**config.mk**
```make
export PLATFORM = sky130hd
export DESIGN_NAME = tap_timing
export DESIGN_NICKNAME = d
export VERILOG_FILES = /design/src/common/tap_pkg.sv /design/src/design/step_tick_gen.sv /design/src/design/tap_timing.sv
export VERILOG_INCLUDE_DIRS = /design/src /design/src/common
export SDC_FILE = /design/constraint.sdc
export NUM_CORES = 1
export LEC_CHECK = 0
export BUFFER_PORTS_ARGS = -buffer_cell sky130_fd_sc_hd__buf_4
export CORE_MARGIN = 5
export CORE_UTILIZATION = 50
export CTS_BUF_LIST = sky130_fd_sc_hd__clkbuf_8
export CTS_CLUSTER_SIZE = 8
export DETAILED_ROUTE_END_ITERATION = 7
export PLACE_DENSITY = 0.7
export SLEW_MARGIN = 40
export SYNTH_ARGS = -nofsm -noshare
export SYNTH_HDL_FRONTEND = slang
export SYNTH_HIERARCHICAL = 1
export SYNTH_SLANG_ARGS = --single-unit
```
**constraint.sdc**
```tcl
create_clock -name pclk -period 4 [get_ports pclk]
set_input_delay 0.8 -clock pclk [delete_from_list [all_inputs] [get_ports pclk]]
set_output_delay 0.8 -clock pclk [all_outputs]
set_load 0.01 [all_outputs]
```
**src/common/tap_consts.svh**
```systemverilog
// Register offsets, field positions, reset values and timing counts of the tap timing block.
`ifndef TAP_CONSTS_SVH
`define TAP_CONSTS_SVH

`define IDX_THRESH_X 10'h023
`define IDX_THRESH_Y 10'h024
`define IDX_THRESH_Z 10'h025
`define IDX_DUR_LIMIT 10'h026
`define IDX_LATENCY 10'h027
`define IDX_CONTROL 10'h040
`define IDX_STATUS 10'h041

`define RST_THRESH 8'h00
`define RST_DUR_LIMIT 8'h00
`define RST_LATENCY 8'h00
`define RST_CONTROL 8'h00

`define THRESH_MSB 7
`define CTRL_RATE_LSB 0
`define CTRL_MODE_LSB 3
`define CTRL_LPF_BIT 5
`define CTRL_HYBRID_BIT 6

`define CLK_PERIOD_NS 50
`define BASE_STEP_NS 625000
`define BASE_STEP_CYCLES (`BASE_STEP_NS / `CLK_PERIOD_NS)

`define CAP_NORMAL_LPF_ON 13'h0020
`define CAP_HIRES_LPF_ON 13'h0004
`define CAP_NORMAL_LPF_OFF 13'h0008

`endif

```
**src/common/tap_pkg.sv**
```systemverilog
// Types shared by the tap timing block.
package tap_pkg;
    typedef enum logic [1:0] {
        MODE_NORMAL = 2'h0,
        MODE_LOW_NOISE = 2'h1,
        MODE_HIRES = 2'h2,
        MODE_LOW_POWER = 2'h3
    } power_mode_t;

    typedef struct packed {
        logic hybrid;
        logic lowpass_filter_on;
        power_mode_t mode;
        logic [2:0] output_sample_rate;
    } tap_ctrl_t;

    typedef struct packed {
        logic signed [13:0] x;
        logic signed [13:0] y;
        logic signed [13:0] z;
    } accel_sample_t;

    typedef enum logic [3:0] {
        ST_IDLE = 4'b0001,
        ST_PULSE = 4'b0010,
        ST_HOLD = 4'b0100,
        ST_LAT = 4'b1000
    } tap_state_t;
endpackage

```
**src/design/step_tick_gen.sv**
```systemverilog
// Divides the base step enable into one tick per programmed number of base steps.
`timescale 1ns/100ps
module step_tick_gen (
    // Clock and reset.
    input wire logic pclk,
    input wire logic presetn,
    // Control.
    input wire logic run,
    input wire logic base_tick,
    input wire logic [12:0] units,
    // Step enable.
    output logic tick_r
);
    logic [12:0] cnt_r;

    // Restarting while idle counts the first step from zero, but the free-running base tick can make it up to one base step short.
    always_ff @(posedge pclk or negedge presetn) begin
        if (!presetn) begin
            cnt_r <= 13'h0000;
            tick_r <= 1'b0;
        end else if (!run) begin
            cnt_r <= 13'h0000;
            tick_r <= 1'b0;
        end else if (base_tick) begin
            if (cnt_r + 13'h0001 >= units) begin
                cnt_r <= 13'h0000;
                tick_r <= 1'b1;
            end else begin
                cnt_r <= cnt_r + 13'h0001;
                tick_r <= 1'b0;
            end
        end else begin
            tick_r <= 1'b0;
        end
    end
endmodule

```
**src/design/tap_timing.sv**
```systemverilog
// Tap threshold and timing block: per-axis thresholds, pulse time limit and latency, APB registers.
`timescale 1ns/100ps
`include "tap_consts.svh"
module tap_timing #(
    parameter int BASE_CYCLES = `BASE_STEP_CYCLES
) (
    // Clock and reset.
    input wire logic pclk,
    input wire logic presetn,
    // APB slave.
    input wire logic psel,
    input wire logic penable,
    input wire logic pwrite,
    input wire logic [11:0] paddr,
    input wire logic [31:0] pwdata,
    output logic [31:0] prdata,
    output logic pready,
    output logic pslverr,
    // Acceleration samples at the selected range.
    input wire logic sample_valid,
    input wire tap_pkg::accel_sample_t sample,
    input wire logic [1:0] accel_range_select,
    // Detection events.
    output logic pulse_start,
    output logic pulse_end,
    output logic latency_expired,
    output logic [2:0] pulse_axis
);
    import tap_pkg::*;

    ////////////////////////////////////////////////////////////////////////////
    // Functions.

    // Rescales a 14-bit sample of 2g, 4g or 8g range to an 8g magnitude of 7 bits.
    function automatic logic [6:0] mag_8g(input logic signed [13:0] v, input logic [1:0] rng);
        logic signed [13:0] s;
        logic [13:0] a;
        s = (rng == 2'h2) ? (v >>> 6) : (rng == 2'h1) ? (v >>> 7) : (v >>> 8);
        a = s[13] ? 14'(-s) : 14'(s);
        mag_8g = (a > 14'h007F) ? 7'h7F : a[6:0];
    endfunction

    // Time limit step in units of 0.625 ms; latency doubles it.
    function automatic logic [12:0] step_units(input tap_ctrl_t c, input logic latency);
        logic [3:0] sh;
        logic [12:0] u;
        unique case (c.output_sample_rate)
            3'h0: sh = 4'h0;
            3'h1: sh = 4'h1;
            3'h2: sh = 4'h2;
            3'h3: sh = 4'h3;
            3'h4: sh = 4'h4;
            3'h5: sh = 4'h6;
            3'h6: sh = 4'h7;
            default: sh = 4'h9;
        endcase
        u = 13'h0002 << sh;
        if (c.lowpass_filter_on) begin
            if (c.mode == MODE_NORMAL && u > `CAP_NORMAL_LPF_ON) u = `CAP_NORMAL_LPF_ON;
            if (c.mode == MODE_HIRES && u > `CAP_HIRES_LPF_ON) u = `CAP_HIRES_LPF_ON;
        end else begin
            unique case (c.mode)
                MODE_LOW_POWER: u = u >> 1;
                MODE_HIRES: u = 13'h0001;
                default: u = (u > 13'h0004) ? (u >> 2) : 13'h0001;
            endcase
            if (c.mode == MODE_NORMAL && u > `CAP_NORMAL_LPF_OFF) u = `CAP_NORMAL_LPF_OFF;
        end
        if (latency) u = u << 1;
        if (c.hybrid) u = u << 1;
        step_units = u;
    endfunction

    ////////////////////////////////////////////////////////////////////////////
    // Registers.

    logic [6:0] thresh_x_r, thresh_y_r, thresh_z_r;
    logic [7:0] dur_limit_r, latency_r;
    tap_ctrl_t ctrl_r;
    tap_state_t st_r;
    logic [7:0] tl_cnt_r, lat_cnt_r;
    logic [9:0] idx;
    logic wr_en, rd_setup, mapped;
    logic [7:0] rd_val;

    assign idx = paddr[11:2];
    assign wr_en = psel && penable && pready && pwrite;
    assign rd_setup = psel && !penable;

    always_comb begin
        mapped = 1'b1;
        rd_val = 8'h00;
        unique case (idx)
            `IDX_THRESH_X: rd_val = {1'b0, thresh_x_r};
            `IDX_THRESH_Y: rd_val = {1'b0, thresh_y_r};
            `IDX_THRESH_Z: rd_val = {1'b0, thresh_z_r};
            `IDX_DUR_LIMIT: rd_val = dur_limit_r;
            `IDX_LATENCY: rd_val = latency_r;
            `IDX_CONTROL: rd_val = {1'b0, ctrl_r};
            `IDX_STATUS: rd_val = {1'b0, pulse_axis, st_r};
            default: mapped = 1'b0;
        endcase
        if (paddr[1:0] != 2'h0) mapped = 1'b0;
    end

    // Answer one cycle after setup, so every access has exactly one access cycle.
    always_ff @(posedge pclk or negedge presetn) begin
        if (!presetn) begin
            pready <= 1'b0;
            pslverr <= 1'b0;
            prdata <= 32'h00000000;
        end else begin
            pready <= rd_setup;
            pslverr <= rd_setup && !mapped;
            prdata <= (rd_setup && !pwrite && mapped) ? {24'h000000, rd_val} : 32'h00000000;
        end
    end

    always_ff @(posedge pclk or negedge presetn) begin
        if (!presetn) begin
            thresh_x_r <= 7'(`RST_THRESH);
            thresh_y_r <= 7'(`RST_THRESH);
            thresh_z_r <= 7'(`RST_THRESH);
            dur_limit_r <= `RST_DUR_LIMIT;
            latency_r <= `RST_LATENCY;
            ctrl_r <= tap_ctrl_t'(7'(`RST_CONTROL));
        end else if (wr_en && paddr[1:0] == 2'h0) begin
            unique case (idx)
                `IDX_THRESH_X: thresh_x_r <= pwdata[6:0];
                `IDX_THRESH_Y: thresh_y_r <= pwdata[6:0];
                `IDX_THRESH_Z: thresh_z_r <= pwdata[6:0];
                `IDX_DUR_LIMIT: dur_limit_r <= pwdata[7:0];
                `IDX_LATENCY: latency_r <= pwdata[7:0];
                `IDX_CONTROL: ctrl_r <= tap_ctrl_t'(pwdata[6:0]);
                default: ;
            endcase
        end
    end

    a_thresh_top_zero: assert property (@(posedge pclk) disable iff (!presetn)
        (pready && !pwrite && !pslverr && $past(idx) == `IDX_THRESH_X) |-> prdata[`THRESH_MSB] == 1'b0)
        else $error("threshold top bit not zero");

    ////////////////////////////////////////////////////////////////////////////
    // Timing base.

    logic [13:0] base_cnt_r;
    logic base_tick_r;
    logic tl_tick, lat_tick;
    logic [12:0] tl_units, lat_units;

    assign tl_units = step_units(ctrl_r, 1'b0);
    assign lat_units = step_units(ctrl_r, 1'b1);

    always_ff @(posedge pclk or negedge presetn) begin
        if (!presetn) begin
            base_cnt_r <= 14'h0000;
            base_tick_r <= 1'b0;
        end else if (base_cnt_r >= 14'(BASE_CYCLES - 1)) begin
            base_cnt_r <= 14'h0000;
            base_tick_r <= 1'b1;
        end else begin
            base_cnt_r <= base_cnt_r + 14'h0001;
            base_tick_r <= 1'b0;
        end
    end

    step_tick_gen u_tl_tick (
        .pclk(pclk),
        .presetn(presetn),
        .run(st_r == ST_PULSE),
        .base_tick(base_tick_r),
        .units(tl_units),
        .tick_r(tl_tick)
    );

    step_tick_gen u_lat_tick (
        .pclk(pclk),
        .presetn(presetn),
        .run(st_r == ST_LAT),
        .base_tick(base_tick_r),
        .units(lat_units),
        .tick_r(lat_tick)
    );

    a_step_lpf_on: assert property (@(posedge pclk) disable iff (!presetn)
        (ctrl_r.lowpass_filter_on && !ctrl_r.hybrid && ctrl_r.output_sample_rate == 3'h0) |-> tl_units == 13'h0002)
        else $error("limit step at 800 Hz with filter on is not 1.25 ms");
    a_step_hires_off: assert property (@(posedge pclk) disable iff (!presetn)
        (!ctrl_r.lowpass_filter_on && !ctrl_r.hybrid && ctrl_r.mode == MODE_HIRES) |-> tl_units == 13'h0001)
        else $error("high resolution limit step with filter off is not 0.625 ms");
    a_lat_double: assert property (@(posedge pclk) disable iff (!presetn)
        lat_units == (tl_units << 1))
        else $error("latency step is not twice the limit step");
    a_hybrid_double: assert property (@(posedge pclk) disable iff (!presetn)
        (ctrl_r.hybrid && $stable(ctrl_r.output_sample_rate) && $stable(ctrl_r.mode)
         && $stable(ctrl_r.lowpass_filter_on) && !$past(ctrl_r.hybrid)) |-> tl_units == ($past(tl_units) << 1))
        else $error("hybrid operation did not double the step");

    ////////////////////////////////////////////////////////////////////////////
    // Detection sequence.

    logic [2:0] over;
    logic any_over;

    // Each axis is compared only against its own threshold, in the fixed 8g scale.
    assign over[0] = mag_8g(sample.x, accel_range_select) > thresh_x_r;
    assign over[1] = mag_8g(sample.y, accel_range_select) > thresh_y_r;
    assign over[2] = mag_8g(sample.z, accel_range_select) > thresh_z_r;
    assign any_over = sample_valid && (over != 3'h0);

    always_ff @(posedge pclk or negedge presetn) begin
        if (!presetn) begin
            st_r <= ST_IDLE;
            pulse_start <= 1'b0;
            pulse_end <= 1'b0;
            latency_expired <= 1'b0;
            pulse_axis <= 3'h0;
        end else begin
            pulse_start <= 1'b0;
            pulse_end <= 1'b0;
            latency_expired <= 1'b0;
            unique case (st_r)
                ST_IDLE: begin
                    if (any_over) begin
                        st_r <= ST_PULSE;
                        pulse_start <= 1'b1;
                        pulse_axis <= over;
                    end
                end
                ST_PULSE: begin
                    if (tl_cnt_r >= dur_limit_r) begin
                        st_r <= ST_HOLD;
                    end else if (sample_valid && !any_over) begin
                        st_r <= ST_LAT;
                        pulse_end <= 1'b1;
                    end
                end
                ST_HOLD: begin
                    // A pulse that overran must settle before a new one may start.
                    if (sample_valid && !any_over) st_r <= ST_IDLE;
                end
                ST_LAT: begin
                    if (lat_cnt_r >= latency_r) begin
                        st_r <= ST_IDLE;
                        latency_expired <= 1'b1;
                    end
                end
                default: st_r <= ST_IDLE;
            endcase
        end
    end

    // Counts are raw steps compared directly with the register values.
    always_ff @(posedge pclk or negedge presetn) begin
        if (!presetn) begin
            tl_cnt_r <= 8'h00;
        end else if (st_r != ST_PULSE) begin
            tl_cnt_r <= 8'h00;
        end else if (tl_tick && tl_cnt_r != 8'hFF) begin
            tl_cnt_r <= tl_cnt_r + 8'h01;
        end
    end

    always_ff @(posedge pclk or negedge presetn) begin
        if (!presetn) begin
            lat_cnt_r <= 8'h00;
        end else if (st_r != ST_LAT) begin
            lat_cnt_r <= 8'h00;
        end else if (lat_tick && lat_cnt_r != 8'hFF) begin
            lat_cnt_r <= lat_cnt_r + 8'h01;
        end
    end

    a_start_cause: assert property (@(posedge pclk) disable iff (!presetn)
        pulse_start |-> $past(st_r) == ST_IDLE && $past(any_over) && pulse_axis == $past(over))
        else $error("pulse start without a threshold crossing");
    a_range_fixed: assert property (@(posedge pclk) disable iff (!presetn)
        (accel_range_select == 2'h2 && !sample.x[13] && sample.x[12:6] > thresh_x_r) |-> over[0])
        else $error("8g rescaling of the sample is wrong");
    a_limit_abort: assert property (@(posedge pclk) disable iff (!presetn)
        (st_r == ST_PULSE && tl_cnt_r >= dur_limit_r) |=> st_r == ST_HOLD && !pulse_end)
        else $error("pulse not aborted at time limit");
    a_end_in_time: assert property (@(posedge pclk) disable iff (!presetn)
        pulse_end |-> $past(tl_cnt_r) < $past(dur_limit_r) && st_r == ST_LAT)
        else $error("pulse end accepted after time limit");
    a_lat_ignore: assert property (@(posedge pclk) disable iff (!presetn)
        (st_r == ST_LAT) |=> !pulse_start)
        else $error("pulse start during latency");
    a_lat_expiry: assert property (@(posedge pclk) disable iff (!presetn)
        latency_expired |-> $past(lat_cnt_r) >= $past(latency_r) && $past(st_r) == ST_LAT && st_r == ST_IDLE)
        else $error("latency expired early");
    a_count_on_tick: assert property (@(posedge pclk) disable iff (!presetn)
        (st_r == ST_PULSE && $past(st_r) == ST_PULSE && tl_cnt_r != $past(tl_cnt_r)) |-> $past(tl_tick))
        else $error("limit counter advanced without a step tick");
endmodule

```
After elaboration in Yosys (flattened, before gate mapping):

Index checks and enable logic that the tools add are counted.

* add/sub/neg operators: 8
* multiply operators: 0
* divide/modulo/power cells: 0
* magnitude comparators: 15
* equal/unequal tests: 31
* shift operators: 1
* muxes and demuxes: 58
* bitwise logic cells: 0
* reductions and logical operators: 35

Operators by type and width (number)
* $mux W13: 14
* $mux W14: 4
* $pmux W8 S7: 1
* $eq A10 B6 Y1 const B: 5
* $gt A14 B7 Y1 const B: 3
* $mux W7: 6
* $neg A8 Y14: 3
* $mux W8: 5
* $pmux W4 S7: 1
* $add A13 B1 Y13 const B: 2
* $ge A13 B13 Y1: 2
* $gt A13 B3 Y1 const B: 2
* $pmux W12 S2: 1
* $gt A7 B7 Y1: 3
* $eq A10 B7 Y1 const B: 2
* $mux W4: 5
* $mux W6: 3
* $add A8 B1 Y8 const B: 2
* $ge A8 B8 Y1: 2
* $mux W1: 16
* $ne A8 B8 Y1 const B: 2
* $pmux W4 S4: 1
* $logic_and A1 B1 Y1: 15
* $add A14 B1 Y14 const B: 1
* 26 further kinds: 47

* register bits: 123
* latch bits: 0
* bits in writable memories: 0
* memory bits (read-only): 0
* input port bits: 94
* output and inout bits: 40
* logic and storage cells: 173
* memories: 0

Longest topological paths before layout:

Gate-level depths: netlist (run 1).

* depth in word-level cells: 16
* mapped depth: 19
* mapped depth without buffers: 17

Cells and area by module:

Netlist (run 1), hierarchy kept.

Modules (own cells, without submodules)
* tap_timing: times used 1, cells each 784, area each 6911.6 sq um, seq. area each 2378.5 sq um
* step_tick_gen: times used 2, cells each 121, area each 1164.9 sq um, seq. area each 350.3 sq um

Least setup slack after synthesis (run 1):

No wires, ideal clock.

* kind: input-to-reg
* from: in accel_range_select[1]
* to: reg st_r[0]
* library setup time: 80 ps
* data arrival time: 3971 ps
* data required time: 3920 ps
* setup slack: -50 ps
* stages on the path: 14
* buffers on the path: 2
* cells stage by stage: buf_6 > buf_6 > o21ba_1 > a311o_1 > a2111o_1 > or4_4 > and2_4 > ha_1 > nand3b_1 > a21oi_1 > o22a_1 > nor4b_1 > or4_1 > a32o_1

* cells in the longest elaborated chain, start to end: 14
* elaborated cells on any way between the ends: 31
* those cells by class: add/sub (3); order compare (6); eq/ne (5); mux (12); reduce/logical (5)

RTL lines
* start: declaration: line tap_timing.sv:22 `input wire logic [1:0] accel_range_select,`
* $eq A2 B1 Y1: line tap_timing.sv:38 `s = (rng == 2'h2) ? (v >>> 6) : (rng == 2'h1) ? (v >>> 7) : (v >>> 8);`
* $mux W6: line tap_timing.sv:38
* $mux W7: line tap_timing.sv:38
* $neg A8 Y14: line tap_timing.sv:39 `a = s[13] ? 14'(-s) : 14'(s);`
* $mux W14: line tap_timing.sv:39
* $gt A14 B7 Y1: line tap_timing.sv:40 `mag_8g = (a > 14'h007F) ? 7'h7F : a[6:0];`
* $mux W7: line tap_timing.sv:40
* $gt A7 B7 Y1, on equally long branches: line tap_timing.sv:207, tap_timing.sv:208, tap_timing.sv:209
* $reduce_bool A3 Y1 *: line tap_timing.sv:210 `assign any_over = sample_valid && (over != 3'h0);`
* $logic_and A1 B1 Y1 *: line tap_timing.sv:210
* $logic_not A1 Y1: line tap_timing.sv:234, tap_timing.sv:241
* $logic_and A1 B1 Y1: line tap_timing.sv:234, tap_timing.sv:241
* $ne A3 B3 Y1 (no source line) or $ne A2 B2 Y1 (tied branches)
* $reduce_and A4 Y1 (no source line) *
* end signal: assignment: line tap_timing.sv:233 `st_r <= ST_HOLD;`
* end signal: assignment: line tap_timing.sv:235 `st_r <= ST_LAT;`
* end signal: assignment: line tap_timing.sv:241 `if (sample_valid && !any_over) st_r <= ST_IDLE;`
* end: declaration: line tap_timing.sv:80 `tap_state_t st_r;`

Mark *: on every way between the ends. The rest lies on a longest branch, timed or not.
A chain may end at the register's enable or synchronous reset.

Final worst setup path (run 1):

Ends and elaborated chain as after synthesis.

==> results of run 1 <==
[cell type report]
class	instances	area share [%]
Sequential cell	123	29.1
Clock inverter	12	1.97
Multi-Input combinational cell	781	53.1
Inverter	79	2.81
Timing Repair Buffer	108	7.71
Clock buffer	20	2.60
Tap cell	229	2.71
[report_power, final]
part	switching, mW	internal, mW
registers	0.0240	1.27
logic	0.244	0.207
clock network	0.533	0.800
[repair_timing]
item,4_1_cts,5_1_grt
hold buffers,0,0
resized for setup,0,1
setup endpoints to repair,0,3
[kinds of logic (layout without fill, tap and decap cells)]
| group | after synthesis | after routing | share of synthesized area [%] |
|---|---|---|---|
| AOI/OAI and AO/OA | 213 | 213 | 15.9 |
| xor gates and xnor gates | 55 | 55 | 5.38 |
| adders and majority gates | 71 | 71 | 9.61 |
| buffers and inverters | 147 | 219 | 7.27 |
| DFF | 123 | 123 | 33.3 |
| muxes | 77 | 77 | 8.77 |
| other | 1 | 26 | 0.0406 |
| and+or+nand+nor | 339 | 339 | 19.7 |
[cells in the mapped netlist (26+ instances only)]
| cell | instances |
|---|---|
| sky130_fd_sc_hd__nor2_1 | 75 |
| sky130_fd_sc_hd__mux2i_1 | 45 |
| sky130_fd_sc_hd__mux2_2 | 32 |
| sky130_fd_sc_hd__dfrtp_1 | 122 |
| sky130_fd_sc_hd__ha_1 | 71 |
| sky130_fd_sc_hd__o21ai_0 | 51 |
| sky130_fd_sc_hd__nand2_1 | 88 |
| sky130_fd_sc_hd__buf_4 | 26 |
| sky130_fd_sc_hd__inv_1 | 79 |
| sky130_fd_sc_hd__clkbuf_1 | 30 |
| sky130_fd_sc_hd__xor2_1 | 32 |
| sky130_fd_sc_hd__a21oi_1 | 47 |
[routing by layer]
layer | track usage, % | share of wire [%] | vias up
met4 | 5.32 | 1.6 | 0
met3 | 3.92 | 3.7 | 30
met2 | 33.1 | 48 | 139
li1 | - | - | 3796
met1 | 27.6 | 47 | 3614
met5 | 0 | 0 | -
[flip-flops by register name (all words and copies together), names as in the netlist, 3 cells and up]
| signal | cells |
|---|---|
| latency_r | 8 |
| thresh_y_r | 7 |
| base_cnt_r | 14 |
| pulse_axis | 3 |
| ctrl_r | 7 |
| lat_cnt_r | 8 |
| u_lat_tick/cnt_r | 13 |
| prdata | 8 |
| u_tl_tick/cnt_r | 13 |
| st_r | 4 |
| thresh_z_r | 7 |
| dur_limit_r | 8 |
| thresh_x_r | 7 |
| tl_cnt_r | 8 |
[per-stage QoR]
stage	cell area, um^2	TNS (ns)
after floorplan	9370	-0.0157
after global placement	10100	-0.938
after detailed placement	10100	-1.13
after CTS	10600	0
after global routing	10600	0
final	10600	0
[worst min-delay path by stage]
stage,startpoint,to,depth (start not counted)
floorplan,base_cnt_r[0]$_DFF_PN0_,base_cnt_r[0]$_DFF_PN0_,1
global placement,base_cnt_r[13]$_DFF_PN0_,base_cnt_r[13]$_DFF_PN0_,2
detailed placement,base_cnt_r[0]$_DFF_PN0_,base_cnt_r[0]$_DFF_PN0_,1
CTS,presetn,pulse_axis[1]$_DFFE_PN0P_,1
global route,presetn,pulse_axis[1]$_DFFE_PN0P_,1
finish,presetn,pulse_axis[1]$_DFFE_PN0P_,1
==> flow_summary_export.csv, run 1 <==
group,metric,value,unit
outcome,run_status,"finished clean",
cells_and_area,final_layout_size_suffix_gt1_share,19.2,%
cells_and_area,fin_nets,1275,
timing,hold_ws,0.293,ns
timing,fin_ws,0.227,ns
cells_and_area,antenna_cells,0,
timing,finClkSkew,0.00872,ns
power_and_ir_drop,leakagePower,5.00,nW
cells_and_area,fill_cells,1575,
worst_setup_path,critical_path_class,"primary input to register",
place,gp_congestion,0.905,
floorplan,horizontal_die_dimension,146,um
clock_network,tritoncts_clock_tree,"built",
clock_network,cts.repair_timing.setup_buffer_count,0,
worst_setup_path,worst_path_max_delay_cell,"sky130_fd_sc_hd__or4_4",
worst_setup_path,r2r_setup_slack,0.74,ns
worst_setup_path,cp_top_family,"compound AO/OA/AOI/OAI gates",
floorplan,initial_utilization,51.1,%
logic_synthesis,ys_top_cells_by_area,"sky130_fd_sc_hd__dfrtp_1 (33%), sky130_fd_sc_hd__ha_1 (9.6%), sky130_fd_sc_hd__mux2i_1 (4.9%)",
cells_and_area,final_core_util,58.4,%
logic_synthesis,synth_top_flop_cell,"sky130_fd_sc_hd__dfrtp_1",
clock_network,cts_made_buffers,17,
cells_and_area,mostFrequentLayoutCell,"sky130_fd_sc_hd__dfrtp_1",
worst_setup_path,cp.required,4.39,ns
global_route,grt_antenna_before_repair,0,
floorplan,rows,49,
detailed_routing,drt_iter0_markers,480,
detailed_routing,drt-wirelength-per-cell,15.7,um
job,drv_cap,0,
timing,rsz0062_at_grt,"false",
floorplan,core_area,18100,um^2
timing,post-route-min-period,3.77,ns
detailed_routing,routed_wirelength,21200,um
global_route,grt_start_max_net_pins,59,
power_and_ir_drop,power,3.07,mW
cells_and_area,area_taken_by_flip_flops_and_latches,3080,um^2
logic_synthesis,ys_warn_count,6,
clock_network,ctsHtreeMaxLevel,4,
worst_setup_path,worstSetupEndpoint,"st_r[0]$_DFFE_PN1P_",
place,place_hpwl,16400,um
cells_and_area,final_cell_mix,"sky130_fd_sc_hd__dfrtp_1 (122), sky130_fd_sc_hd__buf_4 (107), sky130_fd_sc_hd__nand2_1 (88)",
clock_network,clockBufferDepth,2,
logic_synthesis,fraction_of_post_synthesis_cell_area_in_the_top_cell_type_by_area,33.0,%
timing,fmaxAchievable,0.265,GHz
logic_synthesis,synth-edff-count,0,
clock_network,clock_latency_at_the_later_pin_of_the_worst_skew_pair,0.45,ns
timing,max-slew-margin-rel,51.1,%
place,placement.setup.worst_slack,-0.218,ns
floorplan,chipHeight,146,um
logic_synthesis,post_synth_instance_area,9240,um^2
timing,worst_pin_slew,0.732,ns
worst_hold_path,hold_class,"primary input to async pin",
timing,report.final.slew_viol_count,0,
global_route,vias_in_the_first_global_route,7437,
detailed_routing,post_drt_via_cell_ratio,5.61,
worst_setup_path,slowest_delay,0.57,ns
timing,report.final.hold_viol_count,0,
clock_network,cts_root_buffer,"sky130_fd_sc_hd__clkbuf_8",
worst_setup_path,path_buf_inv,1,
logic_synthesis,asyncSetResetFlopFracSynth,100,%
logic_synthesis,synth_seq_area_share,33.3,%
floorplan,die_footprint,21300,um^2
timing,finalSetupViolCount,0,
worst_setup_path,worstReg2RegEnd,"u_lat_tick/cnt_r[5]$_DFFE_PN0P_",
logic_synthesis,synth-seq-cells,123,
clock_network,cts.sink_count,123,
power_and_ir_drop,worst_ir_drop_vdd,153,uV
detailed_routing,route.vias.total,7579,
worst_setup_path,worst_r2r_path_depth,12,
detailed_routing,post-route-drc-count,0,
cells_and_area,multiInputGateArea,5610,um^2
logic_synthesis,post_synth_num_cell_types,76,
floorplan,num_io_pins,134,
detailed_routing,ant_nets,0,
worst_setup_path,series_of_cell_instances_along_the_critical_path,"buf_4 -> or2_1 -> a311o_1 -> a2111o_1 -> or4_4 -> nand2_1 -> ha_1 -> a211oi_1 -> o21bai_1 -> o22a_1 -> nor4b_2 -> or4_1 -> a32o_1",
worst_setup_path,worst_r2r_startpoint,"ctrl_r[2]$_DFFE_PN0P_",
detailed_routing,first_pass_drt_iterations,5,
global_route,gr-usage-all-layers,20.2,%
logic_synthesis,netlist_instances,1026,
worst_setup_path,critPathLaunchType,"primary input",
cells_and_area,filler_free_cell_count_of_the_finished_design,1352,
cells_and_area,flow.area_growth_from_synthesis,14.4,%
worst_setup_path,cell_count_along_the_critical_path,13,
global_route,overflow,0,
timing,layout_worst_path_cycle_share,94.3,%
worst_setup_path,critPathLaunch,"accel_range_select[1]",
place,port_buffers,67,
worst_setup_path,max_fo_critical_path,5,
power_and_ir_drop,cellPowerDensity,291,nW/um^2
logic_synthesis,post-synth-top-area-cell,"sky130_fd_sc_hd__dfrtp_1",
worst_setup_path,critical_path_end_type,"register",
worst_setup_path,critical_path_arrival,4.17,ns
global_route,grt_pass1_wl,35700,um
place,placed_cells,1320,
logic_synthesis,synth.avg_cell_area,9.01,um^2
clock_network,clk_transition_reported_paths,0.08,ns
Power figures use the tool's default switching activity.
==> run 2: changes to the inputs <==
--- a/config.mk
+++ b/config.mk
@@ -9,10 +9,10 @@
 export BUFFER_PORTS_ARGS = -buffer_cell sky130_fd_sc_hd__buf_4
 export CORE_MARGIN = 5
 export CORE_UTILIZATION = 50
-export CTS_BUF_LIST = sky130_fd_sc_hd__clkbuf_8
 export CTS_CLUSTER_SIZE = 8
 export DETAILED_ROUTE_END_ITERATION = 7
-export PLACE_DENSITY = 0.7
+export PLACE_DENSITY = 0.73
+export SKIP_CTS_REPAIR_TIMING = 1
 export SLEW_MARGIN = 40
 export SYNTH_ARGS = -nofsm -noshare
 export SYNTH_HDL_FRONTEND = slang
==> constraint.sdc (replaced) <==
create_clock -name pclk -period 3.3 [get_ports pclk]
set_input_delay 0.66 -clock pclk [delete_from_list [all_inputs] [get_ports pclk]]
set_output_delay 0.66 -clock pclk [all_outputs]
set_load 0.01 [all_outputs]
==> run 2 against run 1 <==
- the flow now finishes with violations (setup timing)
- critical endpoint unchanged
- core utilization is 3.1 points higher
- cell area is 5.3% higher
- non-clock buffer count is 32 higher
- clock skew is 0.0018 ns higher
==> flow_summary_export.csv, run 2 (synthesis gave the netlist of run 1 again) <==
group,metric,value,unit
outcome,run_status,"finished with violations",
outcome,violations,"setup timing",
cells_and_area,final_layout_size_suffix_gt1_share,23.5,%
global_route,grt_start_max_net_pins,65,
timing,finalSetupViolCount,9,
detailed_routing,route.vias.total,7856,
global_route,grt_antenna_before_repair,0,
detailed_routing,routed-wl-met2,11100,um
power_and_ir_drop,power,4.09,mW
clock_network,cts_made_buffers,17,
cells_and_area,largest_register,"base_cnt_r",
cells_and_area,final_cell_mix,"sky130_fd_sc_hd__buf_4 (131), sky130_fd_sc_hd__dfrtp_1 (122), sky130_fd_sc_hd__nand2_1 (86)",
cells_and_area,fill_cells,1547,
power_and_ir_drop,cellPowerDensity,368,nW/um^2
floorplan,horizontal_die_dimension,146,um
place,place_hpwl,16500,um
worst_setup_path,series_of_cell_instances_along_the_critical_path,"buf_12 -> buf_6 -> o21ba_1 -> a311o_1 -> a2111o_1 -> or4_4 -> and2_4 -> ha_4 -> nand3b_1 -> a21oi_2 -> o22a_2 -> nor4b_4 -> or4_1 -> a32o_1",
cells_and_area,antenna_cells,0,
clock_network,clock_latency_at_the_later_pin_of_the_worst_skew_pair,0.42,ns
detailed_routing,met1Wirelength,9760,um
timing,report.final.slew_viol_count,0,
clock_network,cts_root_buffer,"sky130_fd_sc_hd__clkbuf_16",
detailed_routing,drt-wirelength-per-cell,16.2,um
power_and_ir_drop,worst_ir_drop_vdd,322,uV
clock_network,clk_transition_reported_paths,0.06,ns
global_route,grt_pass1_wl,36700,um
job,drv_cap,0,
timing,layout_worst_path_cycle_share,111,%
timing,post-route-min-period,3.66,ns
timing,report.final.hold_viol_count,0,
timing,finClkSkew,0.0105,ns
global_route,overflow,0,
power_and_ir_drop,leakagePower,5.24,nW
timing,fin_ws,-0.357,ns
cells_and_area,flow.area_growth_from_synthesis,20.4,%
detailed_routing,routed_wirelength,22400,um
timing,worst_pin_slew,0.743,ns
detailed_routing,post_drt_via_cell_ratio,5.68,
timing,fmaxAchievable,0.273,GHz
clock_network,tritoncts_clock_tree,"built",
floorplan,chipHeight,146,um
clock_network,ctsHtreeMaxLevel,4,
worst_setup_path,r2r_setup_slack,0.24,ns
clock_network,cts.sink_count,123,
worst_setup_path,cp_top_family,"compound AO/OA/AOI/OAI gates",
place,port_buffers,67,
detailed_routing,met3RoutedLength,1050,um
clock_network,clockBufferDepth,2,
timing,rsz0062_at_grt,"true",
detailed_routing,drt_iter0_markers,621,
place,placed_cells,1345,
detailed_routing,post-route-drc-count,0,
worst_setup_path,worst_path_max_delay_cell,"sky130_fd_sc_hd__or4_4",
worst_setup_path,cp.required,3.65,ns
worst_hold_path,hold_class,"primary input to async pin",
detailed_routing,highest_layer,"met4",
floorplan,die_footprint,21300,um^2
cells_and_area,fin_nets,1307,
worst_setup_path,critical_path_end_type,"register",
global_route,gr-usage-all-layers,20.7,%
worst_setup_path,path_buf_inv,2,
floorplan,num_io_pins,134,
detailed_routing,first_pass_drt_iterations,6,
cells_and_area,mostFrequentLayoutCell,"sky130_fd_sc_hd__buf_4",
worst_setup_path,cell_count_along_the_critical_path,14,
cells_and_area,flip_flop_count_of_the_largest_register_after_layout,14,
cells_and_area,top_regs,"base_cnt_r: 14 flops, u_lat_tick/cnt_r: 13 flops, u_tl_tick/cnt_r: 13 flops",
worst_setup_path,slowest_delay,0.57,ns
cells_and_area,area_taken_by_flip_flops_and_latches,3080,um^2
timing,hold_ws,0.164,ns
place,gp_congestion,0.887,
worst_setup_path,worst_r2r_path_depth,13,
floorplan,initial_utilization,51.1,%
worst_setup_path,critical_path_arrival,4.00,ns
detailed_routing,ant_nets,0,
worst_setup_path,max_fo_critical_path,6,
worst_setup_path,worstReg2RegEnd,"u_tl_tick/cnt_r[5]$_DFFE_PN0P_",
worst_setup_path,critical_path_class,"primary input to register",
cells_and_area,multiInputGateArea,5740,um^2
floorplan,core_area,18100,um^2
global_route,vias_in_the_first_global_route,7616,
timing,max-slew-margin-rel,50.2,%
floorplan,rows,49,
cells_and_area,filler_free_cell_count_of_the_finished_design,1384,
worst_setup_path,critPathLaunchType,"primary input",
worst_setup_path,worst_r2r_startpoint,"ctrl_r[0]$_DFFE_PN0P_",
[run 2: layout make-up]
cell class	instances	share of cell area, %
multi-input combinational	781	51.6
sequential	123	27.7
timing repair buffer	140	10.2
clock buffer	20	4.10
inverter	79	2.66
tap	229	2.57
clock inverter	12	1.25
[run 2: power breakdown]
part | switching (mW) | internal [mW] | leakage, nW
registers | 0.0318 | 1.54 | 1.60
logic | 0.344 | 0.310 | 3.37
clock network | 0.713 | 1.16 | 0.279
[run 2: worst max-delay path by stage]
stage,from,end,slack (ns)
2_1_floorplan,accel_range_select[1],st_r[0]$_DFFE_PN1P_,-0.58
3_3_place_gp,accel_range_select[1],st_r[0]$_DFFE_PN1P_,-0.71
3_5_place_dp,accel_range_select[1],st_r[0]$_DFFE_PN1P_,-0.76
4_1_cts,accel_range_select[1],st_r[0]$_DFFE_PN1P_,-0.37
5_1_grt,accel_range_select[1],st_r[0]$_DFFE_PN1P_,-0.41
6_report,accel_range_select[1],st_r[0]$_DFFE_PN1P_,-0.36
[run 2: per-layer routing]
layer	track usage, %	vias up
met5	0	-
met4	7.36	0
met3	3.05	40
met2	35.1	211
met1	26.9	3773
li1	-	3832
[run 2: metrics by stage]
| stage | instance area [um^2] | utilization [%] | setup TNS (ns) | setup WS (ns) |
|---|---|---|---|---|
| 5_1_grt | 11100 | 61.5 | -3.04 | -0.408 |
| 6_report | 11100 | 61.5 | -2.17 | -0.357 |
| 3_3_place_gp | 10300 | 57.0 | -5.40 | -0.707 |
| 2_1_floorplan | 9390 | - | -3.81 | -0.575 |
| 4_1_cts | 10900 | 60.3 | -2.30 | -0.366 |
| 3_5_place_dp | 10300 | 57.0 | -6.00 | -0.760 |
